==> src/hw/aotc_pkg.sv <==
`default_nettype none
// ---------------------------------------------------------------
// register map, field positions and reset values
// ---------------------------------------------------------------
package aotc_pkg;
    // register offsets
    localparam logic [7:0] OFS_STATUS   = 8'h3A;
    localparam logic [7:0] OFS_PIN_CTRL = 8'h3B;
    localparam logic [7:0] OFS_FLOW_VAR = 8'h3C;
    localparam logic [7:0] OFS_SOFT_RST = 8'h3D;
    localparam logic [7:0] OFS_THERM    = 8'h3E;
    localparam logic [7:0] OFS_T_RESULT = 8'h3F;
    localparam logic [7:0] OFS_T_EXT    = 8'h40;
    // pin control fields
    localparam int BIT_ROLE_SEL  = 2;
    localparam int BIT_AUX_LEVEL = 1;
    localparam int BIT_IRQ_LEVEL = 0;
    // thermal control fields
    localparam int BIT_BUSY      = 7;
    localparam int BIT_SENS_EN   = 2;
    localparam int BIT_REPEAT    = 1;
    localparam int BIT_COMP_SEL  = 0;
    // reset values and magic patterns
    localparam logic [7:0] RST_FLOW_VAR  = 8'h00;
    localparam logic [7:0] RST_T_RESULT  = 8'h19;
    localparam logic [7:0] RST_T_EXT     = 8'h00;
    localparam logic [7:0] SOFT_RST_KEY  = 8'hFF;
    localparam logic [7:0] SOFT_RST_READ = 8'h03;
    localparam logic [7:0] READ_ZERO     = 8'h00;
    // conversion time
    localparam int CLK_HZ        = 10_000_000;
    localparam int CONV_TIME_MS  = 20;
    localparam int CONV_CYCLES   = CONV_TIME_MS * (CLK_HZ / 1000);
endpackage : aotc_pkg
`default_nettype wire

==> src/hw/aotc_ctrl.sv <==
// What this block does
// irq pin open-drain, pulls low when active
// pin control bit 2 picks irq pin role
// pin control bit 1 drives aux pin
// bit 0 drives irq pin in output role
// 8-bit flow variable, resets to zero
// writing all ones resets every register
// soft reset register always reads 03
// thermal bit 7 shows conversion busy
// writing enable 1 starts a conversion
// busy stands for whole conversion period
// result lands in register 3F
// repeat bit selects continuous conversions
// repeat only acts with enable set
// thermal bit 0 picks compensation source
// status read releases irq pin
// result is signed degrees celsius
// other soft reset writes ignored
// enable during conversion restarts period
`timescale 1ns/1ps
`default_nettype none
module aotc_ctrl
    import aotc_pkg::*;
#(
    parameter int CONV_CNT = CONV_CYCLES   // cycles per conversion
) (
    // clock, reset, enable
    input  wire  logic       clock_i,
    input  wire  logic       rstn_i,
    input  wire  logic       ce_i,
    // register access port
    input  wire  logic [7:0] reg_addr_i,
    input  wire  logic [7:0] reg_wdata_i,
    input  wire  logic       reg_wr_i,
    input  wire  logic       reg_rd_i,
    output logic       [7:0] reg_rdata_o,
    // interrupt source and device state
    input  wire  logic       irq_event_i,
    input  wire  logic       power_save_i,
    // temperature sensor
    input  wire  logic [7:0] sensor_value_i,
    output logic             sensor_enable_o,
    // pins
    output logic             aux_output_pin_o,
    output logic             irq_pin_o,
    output logic             irq_pin_oe_o,
    // values for the rest of the device
    output logic       [7:0] program_flow_variable_o,
    output logic signed [7:0] compensation_temp_o,
    output logic             soft_reset_o
);

    // ---------------------------------------------------------------
    // notes
    // ---------------------------------------------------------------
    // the period counter runs on the system clock, so a period has a
    // fixed length; a real sensor period drifts with temperature
    // the sensor sample is taken once, on the last cycle of a period
    // a write of enable 0 aborts the period and keeps the old result
    // an irq event in the same cycle as a status read wins, so the
    // pin stays pulled and no event is lost
    // soft reset acts one cycle after the key write so that the write
    // itself completes; anything written during the pulse is lost
    // the reset input ignores the clock enable, so a frozen block can
    // still be brought back to its defaults
    // pin levels and the compensation value come straight from flops

    // ---------------------------------------------------------------
    // types
    // ---------------------------------------------------------------
    // counter constants at the counter's own width
    localparam int CW = $clog2(CONV_CNT + 1);     // counter width
    localparam logic [CW-1:0] CNT_ONE  = CW'(1);
    localparam logic [CW-1:0] CNT_LOAD = CW'(CONV_CNT);
    localparam logic [CW-1:0] CNT_ZERO = '0;

    // conversion sequencer states
    typedef enum logic [1:0] {
        ST_IDLE,                      // no conversion
        ST_CONVERT,                   // conversion running
        ST_WAIT_PS                    // one-shot or paused repeat, waiting power save exit
    } aotc_conv_t;

    // every register of the block in one word
    typedef struct packed {
        logic       irq_role_select;            // 1: irq pin is output
        logic       aux_output_pin;             // aux pin level
        logic       irq_pin_drive_level;        // irq pin level as output
        logic [7:0] flow_var;                   // program flow variable
        logic       sensor_en;                  // sensor enable bit
        logic       repeat_conversion_select;   // continuous mode
        logic       compensation_source_select; // 1: external value
        aotc_conv_t conv;                       // conversion state
        logic [CW-1:0] cnt;                     // cycles left in period
        logic [7:0] t_result;                   // internal result
        logic [7:0] t_ext;                      // host-written value
        logic       irq_pend;                   // irq pin pulled low
        logic       ps_last;                    // power save last cycle
        logic [7:0] rdata;                      // read data
        logic       soft_rst;                   // soft reset pulse
        logic       irq_pin;                    // irq pin data
        logic       irq_pin_oe;                 // irq pin driven
        logic [7:0] comp_temp;                  // compensation value
    } aotc_state_t;

    aotc_state_t r;        // registered state
    aotc_state_t next_r;   // next state

    // ---------------------------------------------------------------
    // helpers
    // ---------------------------------------------------------------
    // reset value of the whole state
    function automatic aotc_state_t rst_state();
        aotc_state_t s;
        s                            = '0;
        s.flow_var                   = RST_FLOW_VAR;
        s.conv                       = ST_IDLE;
        s.cnt                        = CNT_ZERO;
        s.t_result                   = RST_T_RESULT;
        s.t_ext                      = RST_T_EXT;
        s.rdata                      = READ_ZERO;
        // pin released, compensation on the internal result
        s.comp_temp                  = RST_T_RESULT;
        return s;
    endfunction : rst_state

    // register read multiplexer
    // status and unmapped offsets read as zero here
    function automatic logic [7:0] read_mux(input aotc_state_t s,
                                            input logic [7:0] a);
        logic [7:0] d;
        d = READ_ZERO;
        unique case (a)
            OFS_PIN_CTRL: begin
                d[BIT_ROLE_SEL]  = s.irq_role_select;
                d[BIT_AUX_LEVEL] = s.aux_output_pin;
                d[BIT_IRQ_LEVEL] = s.irq_pin_drive_level;
            end
            OFS_FLOW_VAR: d = s.flow_var;
            OFS_SOFT_RST: d = SOFT_RST_READ;
            OFS_THERM: begin
                d[BIT_BUSY]     = (s.conv == ST_CONVERT);
                d[BIT_SENS_EN]  = s.sensor_en;
                d[BIT_REPEAT]   = s.repeat_conversion_select;
                d[BIT_COMP_SEL] = s.compensation_source_select;
            end
            OFS_T_RESULT: d = s.t_result;
            OFS_T_EXT:    d = s.t_ext;
            default:      d = READ_ZERO;                // unmapped
        endcase
        return d;
    endfunction : read_mux

    // ---------------------------------------------------------------
    // next-state logic
    // ---------------------------------------------------------------
    // strobes and events of this cycle
    logic wr_hit;       // write strobe
    logic start_conv;   // host launch of a conversion
    logic ps_exit;      // power save just left

    always_comb begin
        next_r          = r;
        next_r.soft_rst = 1'b0;
        wr_hit          = reg_wr_i;
        start_conv      = 1'b0;
        // power save exit, seen in the first cycle the input is low
        ps_exit         = r.ps_last && !power_save_i;
        next_r.ps_last  = power_save_i;

        // interrupt pin latch: new event wins over status read
        if (irq_event_i) begin
            next_r.irq_pend = 1'b1;
        end else if (reg_rd_i && reg_addr_i == OFS_STATUS) begin
            next_r.irq_pend = 1'b0;
        end

        // read data captured from current state
        if (reg_rd_i) begin
            next_r.rdata = read_mux(r, reg_addr_i);
        end

        // conversion sequencing
        unique case (r.conv)
            ST_IDLE: begin
                // nothing running
                // only a host enable write leaves this state
            end
            ST_CONVERT: begin
                // last cycle of the period: sample the sensor
                if (r.cnt == CNT_ONE) begin
                    next_r.t_result = sensor_value_i;
                    if (r.repeat_conversion_select
                        && r.sensor_en) begin
                        if (power_save_i) begin
                            next_r.conv = ST_WAIT_PS;
                        end else begin
                            next_r.cnt  = CNT_LOAD;
                        end
                    end else if (r.sensor_en) begin
                        // one-shot: park until power save ends
                        next_r.conv = ST_WAIT_PS;
                        next_r.cnt  = CNT_ZERO;
                    end else begin
                        next_r.conv = ST_IDLE;
                        next_r.cnt  = CNT_ZERO;
                    end
                // power save suspends a repeating period
                end else if (power_save_i
                             && r.repeat_conversion_select) begin
                    next_r.conv = ST_WAIT_PS;
                    next_r.cnt  = CNT_ZERO;
                end else begin
                    next_r.cnt = r.cnt - CNT_ONE;
                end
            end
            ST_WAIT_PS: begin
                // leaving power save starts the next period
                if (!r.sensor_en) begin
                    next_r.conv = ST_IDLE;
                end else if (ps_exit || (!power_save_i
                             && r.repeat_conversion_select)) begin
                    next_r.conv = ST_CONVERT;
                    next_r.cnt  = CNT_LOAD;
                end
            end
            default: begin
                // illegal code: fall back to idle
                next_r.conv = ST_IDLE;
                next_r.cnt  = CNT_ZERO;
            end
        endcase

        // host writes
        if (wr_hit) begin
            unique case (reg_addr_i)
                OFS_PIN_CTRL: begin
                    next_r.irq_role_select =
                        reg_wdata_i[BIT_ROLE_SEL];
                    next_r.aux_output_pin =
                        reg_wdata_i[BIT_AUX_LEVEL];
                    next_r.irq_pin_drive_level =
                        reg_wdata_i[BIT_IRQ_LEVEL];
                end
                OFS_FLOW_VAR: begin
                    next_r.flow_var = reg_wdata_i;
                end
                OFS_SOFT_RST: begin
                    // only the key pattern acts
                    if (reg_wdata_i == SOFT_RST_KEY) begin
                        next_r.soft_rst = 1'b1;
                    end
                end
                OFS_THERM: begin
                    // busy bit is read-only and not stored
                    next_r.sensor_en = reg_wdata_i[BIT_SENS_EN];
                    next_r.repeat_conversion_select =
                        reg_wdata_i[BIT_REPEAT];
                    next_r.compensation_source_select =
                        reg_wdata_i[BIT_COMP_SEL];
                    if (reg_wdata_i[BIT_SENS_EN]) begin
                        start_conv = 1'b1;
                    end else begin
                        next_r.conv = ST_IDLE;
                        next_r.cnt  = CNT_ZERO;
                    end
                end
                OFS_T_EXT: begin
                    // host value for the external source
                    next_r.t_ext = reg_wdata_i;
                end
                default: begin
                    // read-only or unmapped: ignored
                end
            endcase
        end

        // every enable write launches a fresh full period
        // after the write decode, so a restart wins over the sequencer
        if (start_conv) begin
            next_r.conv = ST_CONVERT;
            next_r.cnt  = CNT_LOAD;
        end

        // soft reset returns every register to default
        // last in the process so nothing else survives it
        if (r.soft_rst) begin
            next_r          = rst_state();
            next_r.ps_last  = power_save_i;
        end

        // pin drive and compensation value, registered with the rest
        if (next_r.irq_role_select) begin
            next_r.irq_pin    = next_r.irq_pin_drive_level;
            next_r.irq_pin_oe = 1'b1;                    // push-pull drive
        end else begin
            // open-drain: data stays low, enable pulls the pin
            next_r.irq_pin    = 1'b0;
            next_r.irq_pin_oe = next_r.irq_pend;
        end
        next_r.comp_temp = next_r.compensation_source_select
                         ? next_r.t_ext
                         : next_r.t_result;
    end

    // ---------------------------------------------------------------
    // state register
    // ---------------------------------------------------------------
    // single clocked process, frozen while enable low
    // reset does not wait for the enable
    always_ff @(posedge clock_i) begin
        if (!rstn_i) begin
            r <= rst_state();
        end else if (ce_i) begin
            r <= next_r;
        end
    end

    // ---------------------------------------------------------------
    // outputs
    // ---------------------------------------------------------------
    // register read data
    assign reg_rdata_o = r.rdata;

    // aux pin is push-pull, always driven
    assign aux_output_pin_o = r.aux_output_pin;

    // irq pin: output role drives level, else open-drain low
    assign irq_pin_o    = r.irq_pin;
    assign irq_pin_oe_o = r.irq_pin_oe;

    // sensor powered while enabled
    assign sensor_enable_o = r.sensor_en;

    // flow variable seen by the program engines
    assign program_flow_variable_o = r.flow_var;

    // compensation source select
    assign compensation_temp_o = r.comp_temp;

    // soft reset pulse to the rest of the device
    assign soft_reset_o = r.soft_rst;

endmodule : aotc_ctrl
`default_nettype wire

==> config.mk <==
export PLATFORM = sky130hd
export DESIGN_NAME = aotc_ctrl
export DESIGN_NICKNAME = d
export VERILOG_FILES = /design/src/hw/aotc_pkg.sv /design/src/hw/aotc_ctrl.sv
export SDC_FILE = /design/constraint.sdc
export NUM_CORES = 1
export LEC_CHECK = 0
export BUFFER_PORTS_ARGS = -buffer_cell sky130_fd_sc_hd__buf_2
export CAP_MARGIN = 30
export CORE_ASPECT_RATIO = 0.5
export CORE_UTILIZATION = 62
export DETAILED_ROUTE_END_ITERATION = 10
export GPL_TIMING_DRIVEN = 0
export PLACE_DENSITY = 0.86
export SLEW_MARGIN = 20
export SYNTH_ARGS = -nofsm -noshare
export SYNTH_HDL_FRONTEND = slang
export SYNTH_SLANG_ARGS = --single-unit
==> constraint.sdc <==
create_clock -name clock_i -period 6.3 [get_ports clock_i]
set_input_delay 0.315 -clock clock_i [delete_from_list [all_inputs] [get_ports clock_i]]
set_output_delay 0.315 -clock clock_i [all_outputs]
set_load 0.01 [all_outputs]
== Word level (Yosys, flattened, before mapping) ==
Index checks and enable logic that the tools add are counted.

* Bits in registers: 71
* Latch bits: 0
* RAM bits: 0
* ROM bits: 0
* Bits of input ports: 31
* Word-level logic and storage cells: 83
* Memories kept: 0

* Add/sub/neg operators: 1
* Multiply operators: 0
* Divide/modulo/power cells: 0
* $lt $le $gt $ge: 0
* Equality and inequality tests: 11
* Shift-type cells: 0
* Multiplexer cells: 36
* Bitwise logic cells: 0
* Reductions and logical operators: 17

{| class="wikitable"
|+ Operator list
! cell !! count
|-
| 20-bit 2-to-1 mux || 6
|-
| 71-bit 2-to-1 mux || 1
|-
| 20-bit case mux with 3 select lines || 1
|-
| 8-bit 2-to-1 mux || 7
|-
| 18-bit 2-to-1 mux || 3
|-
| 8-bit by 6-bit == test with 1-bit output, second input constant || 6
|-
| 34-bit 2-to-1 mux || 1
|-
| 23-bit 2-to-1 mux || 1
|-
| 18-bit by 1-bit == test with 1-bit output, second input constant || 1
|-
| 3-bit case mux with 6 select lines || 1
|-
| 18-bit by 1-bit subtractor with 18-bit output, second input constant || 1
|-
| 4-bit case mux with 3 select lines || 1
|-
| 2-bit nonzero test || 5
|-
| 3-bit AND reduction || 3
|-
| 8-bit by 7-bit == test with 1-bit output, second input constant || 1
|-
| 8-bit == test, second input constant || 1
|-
| 1-bit 2-to-1 mux || 8
|-
| 2-bit 2-to-1 mux || 4
|-
| 1-bit logical AND || 5
|-
| 1-bit case mux with 4 select lines || 1
|-
| 3-bit 2-to-1 mux || 1
|-
| 2-bit by 1-bit == test with 1-bit output, second input constant || 1
|-
| 2-bit == test, second input constant || 1
|-
| 2-bit zero test || 1
|-
| other kinds (3) || 3
|}

== Logic depth before layout (Yosys ltp) ==
* Depth after elaboration: 12
* Mapped depth: 9
* Depth with buffers taken out: 8

== Least setup slack after synthesis ==
OpenSTA, ideal clock, no wires.

* Path kind: register -> register
* Start: reg r[38] in the netlist's numbering
* End: reg r (netlist bit compensation_temp_o[3])
* Library setup time: 0.120 ns
* Data arrival time: 2.159 ns
* Path slack: 4.022 ns
* Cell stages (with the launch flop): 9
* Clock period less this slack: 2.278 ns
* Path through: dfxtp_1 inv_1 ha_1 nor3b_1 nand2_2 nor3b_4 mux2_2 o311a_1 a211o_1

* Word-level cells in the longest chain between the ends: 5

{| class="wikitable"
|+ Ends and longest elaborated chain
! what !! line !! source
|-
| from (decl) || aotc_ctrl.sv:106 || <nowiki>aotc_state_t r;</nowiki>
|-
| from (signal assigned) || aotc_ctrl.sv:313 || <nowiki>r <= rst_state();</nowiki>
|-
| from (signal assigned) || aotc_ctrl.sv:315 || <nowiki>r <= next_r;</nowiki>
|-
| 18-bit by 1-bit == test with 1-bit output || aotc_ctrl.sv:191 || <nowiki>if (r.cnt == CNT_ONE) begin</nowiki>
|-
| 8-bit 2-to-1 mux || aotc_ctrl.sv:191 ||
|-
| 8-bit 2-to-1 mux || aotc_ctrl.sv:184 || <nowiki>unique case (r.conv)</nowiki>
|-
| 71-bit 2-to-1 mux || aotc_ctrl.sv:287 || <nowiki>if (r.soft_rst) begin</nowiki>
|-
| 8-bit 2-to-1 mux || aotc_ctrl.sv:302 || <nowiki>? next_r.t_ext</nowiki>
|}

No other way between the ends.
A chain may end at the register's enable or synchronous reset.

== Worst setup path in the final report ==
* Start: reg r[38] in the netlist's numbering
* End: reg r (netlist bit compensation_temp_o[4])

The elaborated chain is that of the path after synthesis.

==> impl_results.md <==
* Outcome: completed
* Nets at roughly 650
* Hold Buf Count CTS at 0
* Synth Instances at between 500 and 600
* Biggest area consumer among synthesized cells: dfxtp_1
* Placeable core area at 0.00633 mm2
* Max_cap viols at 0
* Seq/Total Area, Yosys at 33.6%
* Dpl cell area at 0.00463 mm2
* Type of the worst setup path: register to register
* Final setup viols at 0
* Startpoint types: register
* Vias in the first global route at slightly above 4000
* VDD IR max at roughly 160 uV
* Final wirelength at about 13 mm
* Global placement routability congestion at ~0.94
* Static leakage at 2.09 nW
* Pin count of the biggest net entering global routing at 12
* Final Hold Fails at 0
* Area Growth Syn to Fin at 16.5%
* Setup_tns at 0 ns
* Worst Setup SP: r[38]
* Area contributors post-synth: dfxtp_1 (34%), a21oi_1 (5.8%), nand2_1 (5.6%)
* Period utilization at 43.3%
* RSZ-0062 raised after global routing: false
* Avg WL per Cell at around 19 um
* Clock slew at reported path FFs at 0.05 ns
* Overall routing resource usage at between 30% and 40%
* Total gr overflow at 0
* Syn Nets at 575
* Critical R2R Capture: compensation_temp_o[4]
* H-tree levels at 3
* Yosys cell types at 74
* Critical Path RT at 6.52 ns
* Residual DRC at 0
* Fin area at roughly 0.0049 mm2
* Routed Antenna Nets at 0
* Die width at 119 um
* Starting Density at approximately two thirds
* CTS Root Cell: clkbuf_16
* # port buffers at 57
* CTS Buf Count at 9
* Pwr per Cell Area at about 210 mW/mm2
* Number of synthesis warnings at 0
* Yosys reg bits at about 70
* Crit path DAT at approximately 3 ns
* Crit-path max FO at 8
* Die Ht at 60.4 um
* DP HPWL at ~9.4 mm
* I/O pins at 60
* Sink Count at between 70 and 80
* Initial antenna violation count at 0
* Post-synth top flop: dfxtp_1
* Initial drt markers at 662
* Tightest Pin Transition at roughly 0.8 ns
* Max-slew violation count at 0
* Tmin final at 2.73 ns
* Reg2Reg Depth at 8
* Skew final at approximately 0.0053 ns
* Via-per-instance ratio at around 6.5
* Number of synthesized flops with an enable pin at 0
* Register-to-register setup slack at ~3.6 ns
* CTS tree: yes
* Hold WC Path Type: primary input to register
* Max clock buf depth at 2
* Share of layout cells above drive strength 1 at 20.9%
* N_diodes at 0
* First drt pass iteration count at 8
* Post-CTS Setup Bufs at 0
* Vias at between 4000 and 5000
* Relative max-transition margin at 45.7%
* Clock Latency Late Sink at 0.34 ns
* Post-Syn Area at ~0.0042 mm2
* Fmax at roughly 0.37 GHz
* Row count at 20
* CP endpoint kind: register
* CTS resizes at 0
* Syn Area/Cell at 7.81 um2
* Worst R2R Start: r[38]
* Crit path capture: compensation_temp_o[4]
* First-pass GRT wire length at between 20 and 25 mm
* Yosys top cell area share at ~34%
* Die area at 0.00719 mm2
* Async S/R FF share, synth at 0%
Yosys cell counts (4+ instances only):
library cell	instances
a211o_1	4
a211oi_1	6
a21oi_1	49
a22o_1	4
a22oi_1	10
a311oi_1	4
a31oi_1	10
and2_1	5
and3_1	6
buf_2	8
buf_4	24
clkbuf_1	22
dfxtp_1	71
inv_1	15
mux2_2	4
mux2i_1	14
nand2_1	63
nand3_1	29
nand4_1	5
nor2_1	38
nor3_1	17
nor4_1	5
o21ai_0	35
o31ai_1	5
or3_1	6
or4_1	7
critical path, stage by stage (launching register included):
cell     delay, ns
dfxtp_1       0.31
inv_1         0.11
ha_1          0.17
nor3b_1       0.34
nand2_2       0.18
nor3b_4       0.54
mux2_2        0.42
o311a_1       0.31
a211o_1       0.23
kinds of logic (layout without fill, tap and decap cells):
group,after synthesis,after routing,synth area share (%)
simple gates,211,211,26.4
compound gates,165,165,25.4
flops,71,71,33.6
buf+inv,71,146,8.83
mux,18,18,4.37
xor+xnor,4,4,0.827
fa+ha+maj,2,2,0.591
layout make-up:
cell class	instances	area, um2
multi-input combinational	400	2440
sequential	71	1420
fill	457	1400
buffer	56	318
timing repair buffer	59	295
clock buffer	12	246
tap	88	110
inverter	15	56.3
clock inverter	4	45.0
cells in the final DEF, fill, tap and decap left out, drive strengths merged, types with 4 or more instances in the layout:
cell     n
clkbuf  35
nand4    5
o31ai    5
mux2     4
nand3   30
a21oi   49
or4      7
o21ai   36
a31oi   10
buf     92
a211oi   6
a211o    4
a21o     4
a311oi   4
or3      6
nor3    20
inv     15
a22oi   11
nor4     8
mux2i   14
nor3b    4
and3     6
dfxtp   71
and2     6
nand2   64
nor2    38
a22o     4
registers in the layout, summed over array words and instances (netlist names):
signal                   cells
reg_rdata_o                  8
irq_pin_oe_o                 1
compensation_temp_o          8
program_flow_variable_o      8
r                           42
sensor_enable_o              1
soft_reset_o                 1
aux_output_pin_o             1
irq_pin_o                    1
metrics by stage:
stage | total power [mW] | util (%) | instances | hold slack, ns | worst slack [ns]
6_report | 1.03 | 77.9 | 705 | 0.205 | 3.57
5_1_grt | 1.05 | 77.9 | 705 | 0.212 | 3.46
4_1_cts | 1.03 | 77.7 | 703 | 0.200 | 3.65
3_5_place_dp | 0.530 | 73.1 | 687 | 0.460 | 3.65
3_3_place_gp | 0.529 | 73.1 | 687 | 0.451 | 3.65
2_1_floorplan | 0.498 | - | 542 | 0.439 | 4.02
power breakdown:
group | switching [mW] | internal (mW) | leakage (nW)
clock | 0.189 | 0.315 | 0.146
combinational | 0.0491 | 0.0224 | 1.37
sequential | 0.00168 | 0.452 | 0.573
total | 0.240 | 0.790 | 2.09
worst min-delay path by stage:
stage,startpoint,endpoint,slack (ns),cells after the start
floorplan,sensor_value_i[3],r[32],0.44,2
global placement,compensation_temp_o[4],compensation_temp_o[4],0.45,1
detailed placement,r[20],r[20],0.46,2
CTS,sensor_value_i[4],r[33],0.20,3
global route,sensor_value_i[4],r[33],0.21,3
finish,sensor_value_i[4],r[33],0.21,3
per-layer routing:
layer,vias up,track usage (%),wire length [um]
li1,2120,-,-
met4,0,10.7,239
met1,2147,49.0,5540
met3,36,13.2,1640
met5,-,0,0
met2,296,62.9,5810
Note: power is estimated with default switching activity, not from simulation.
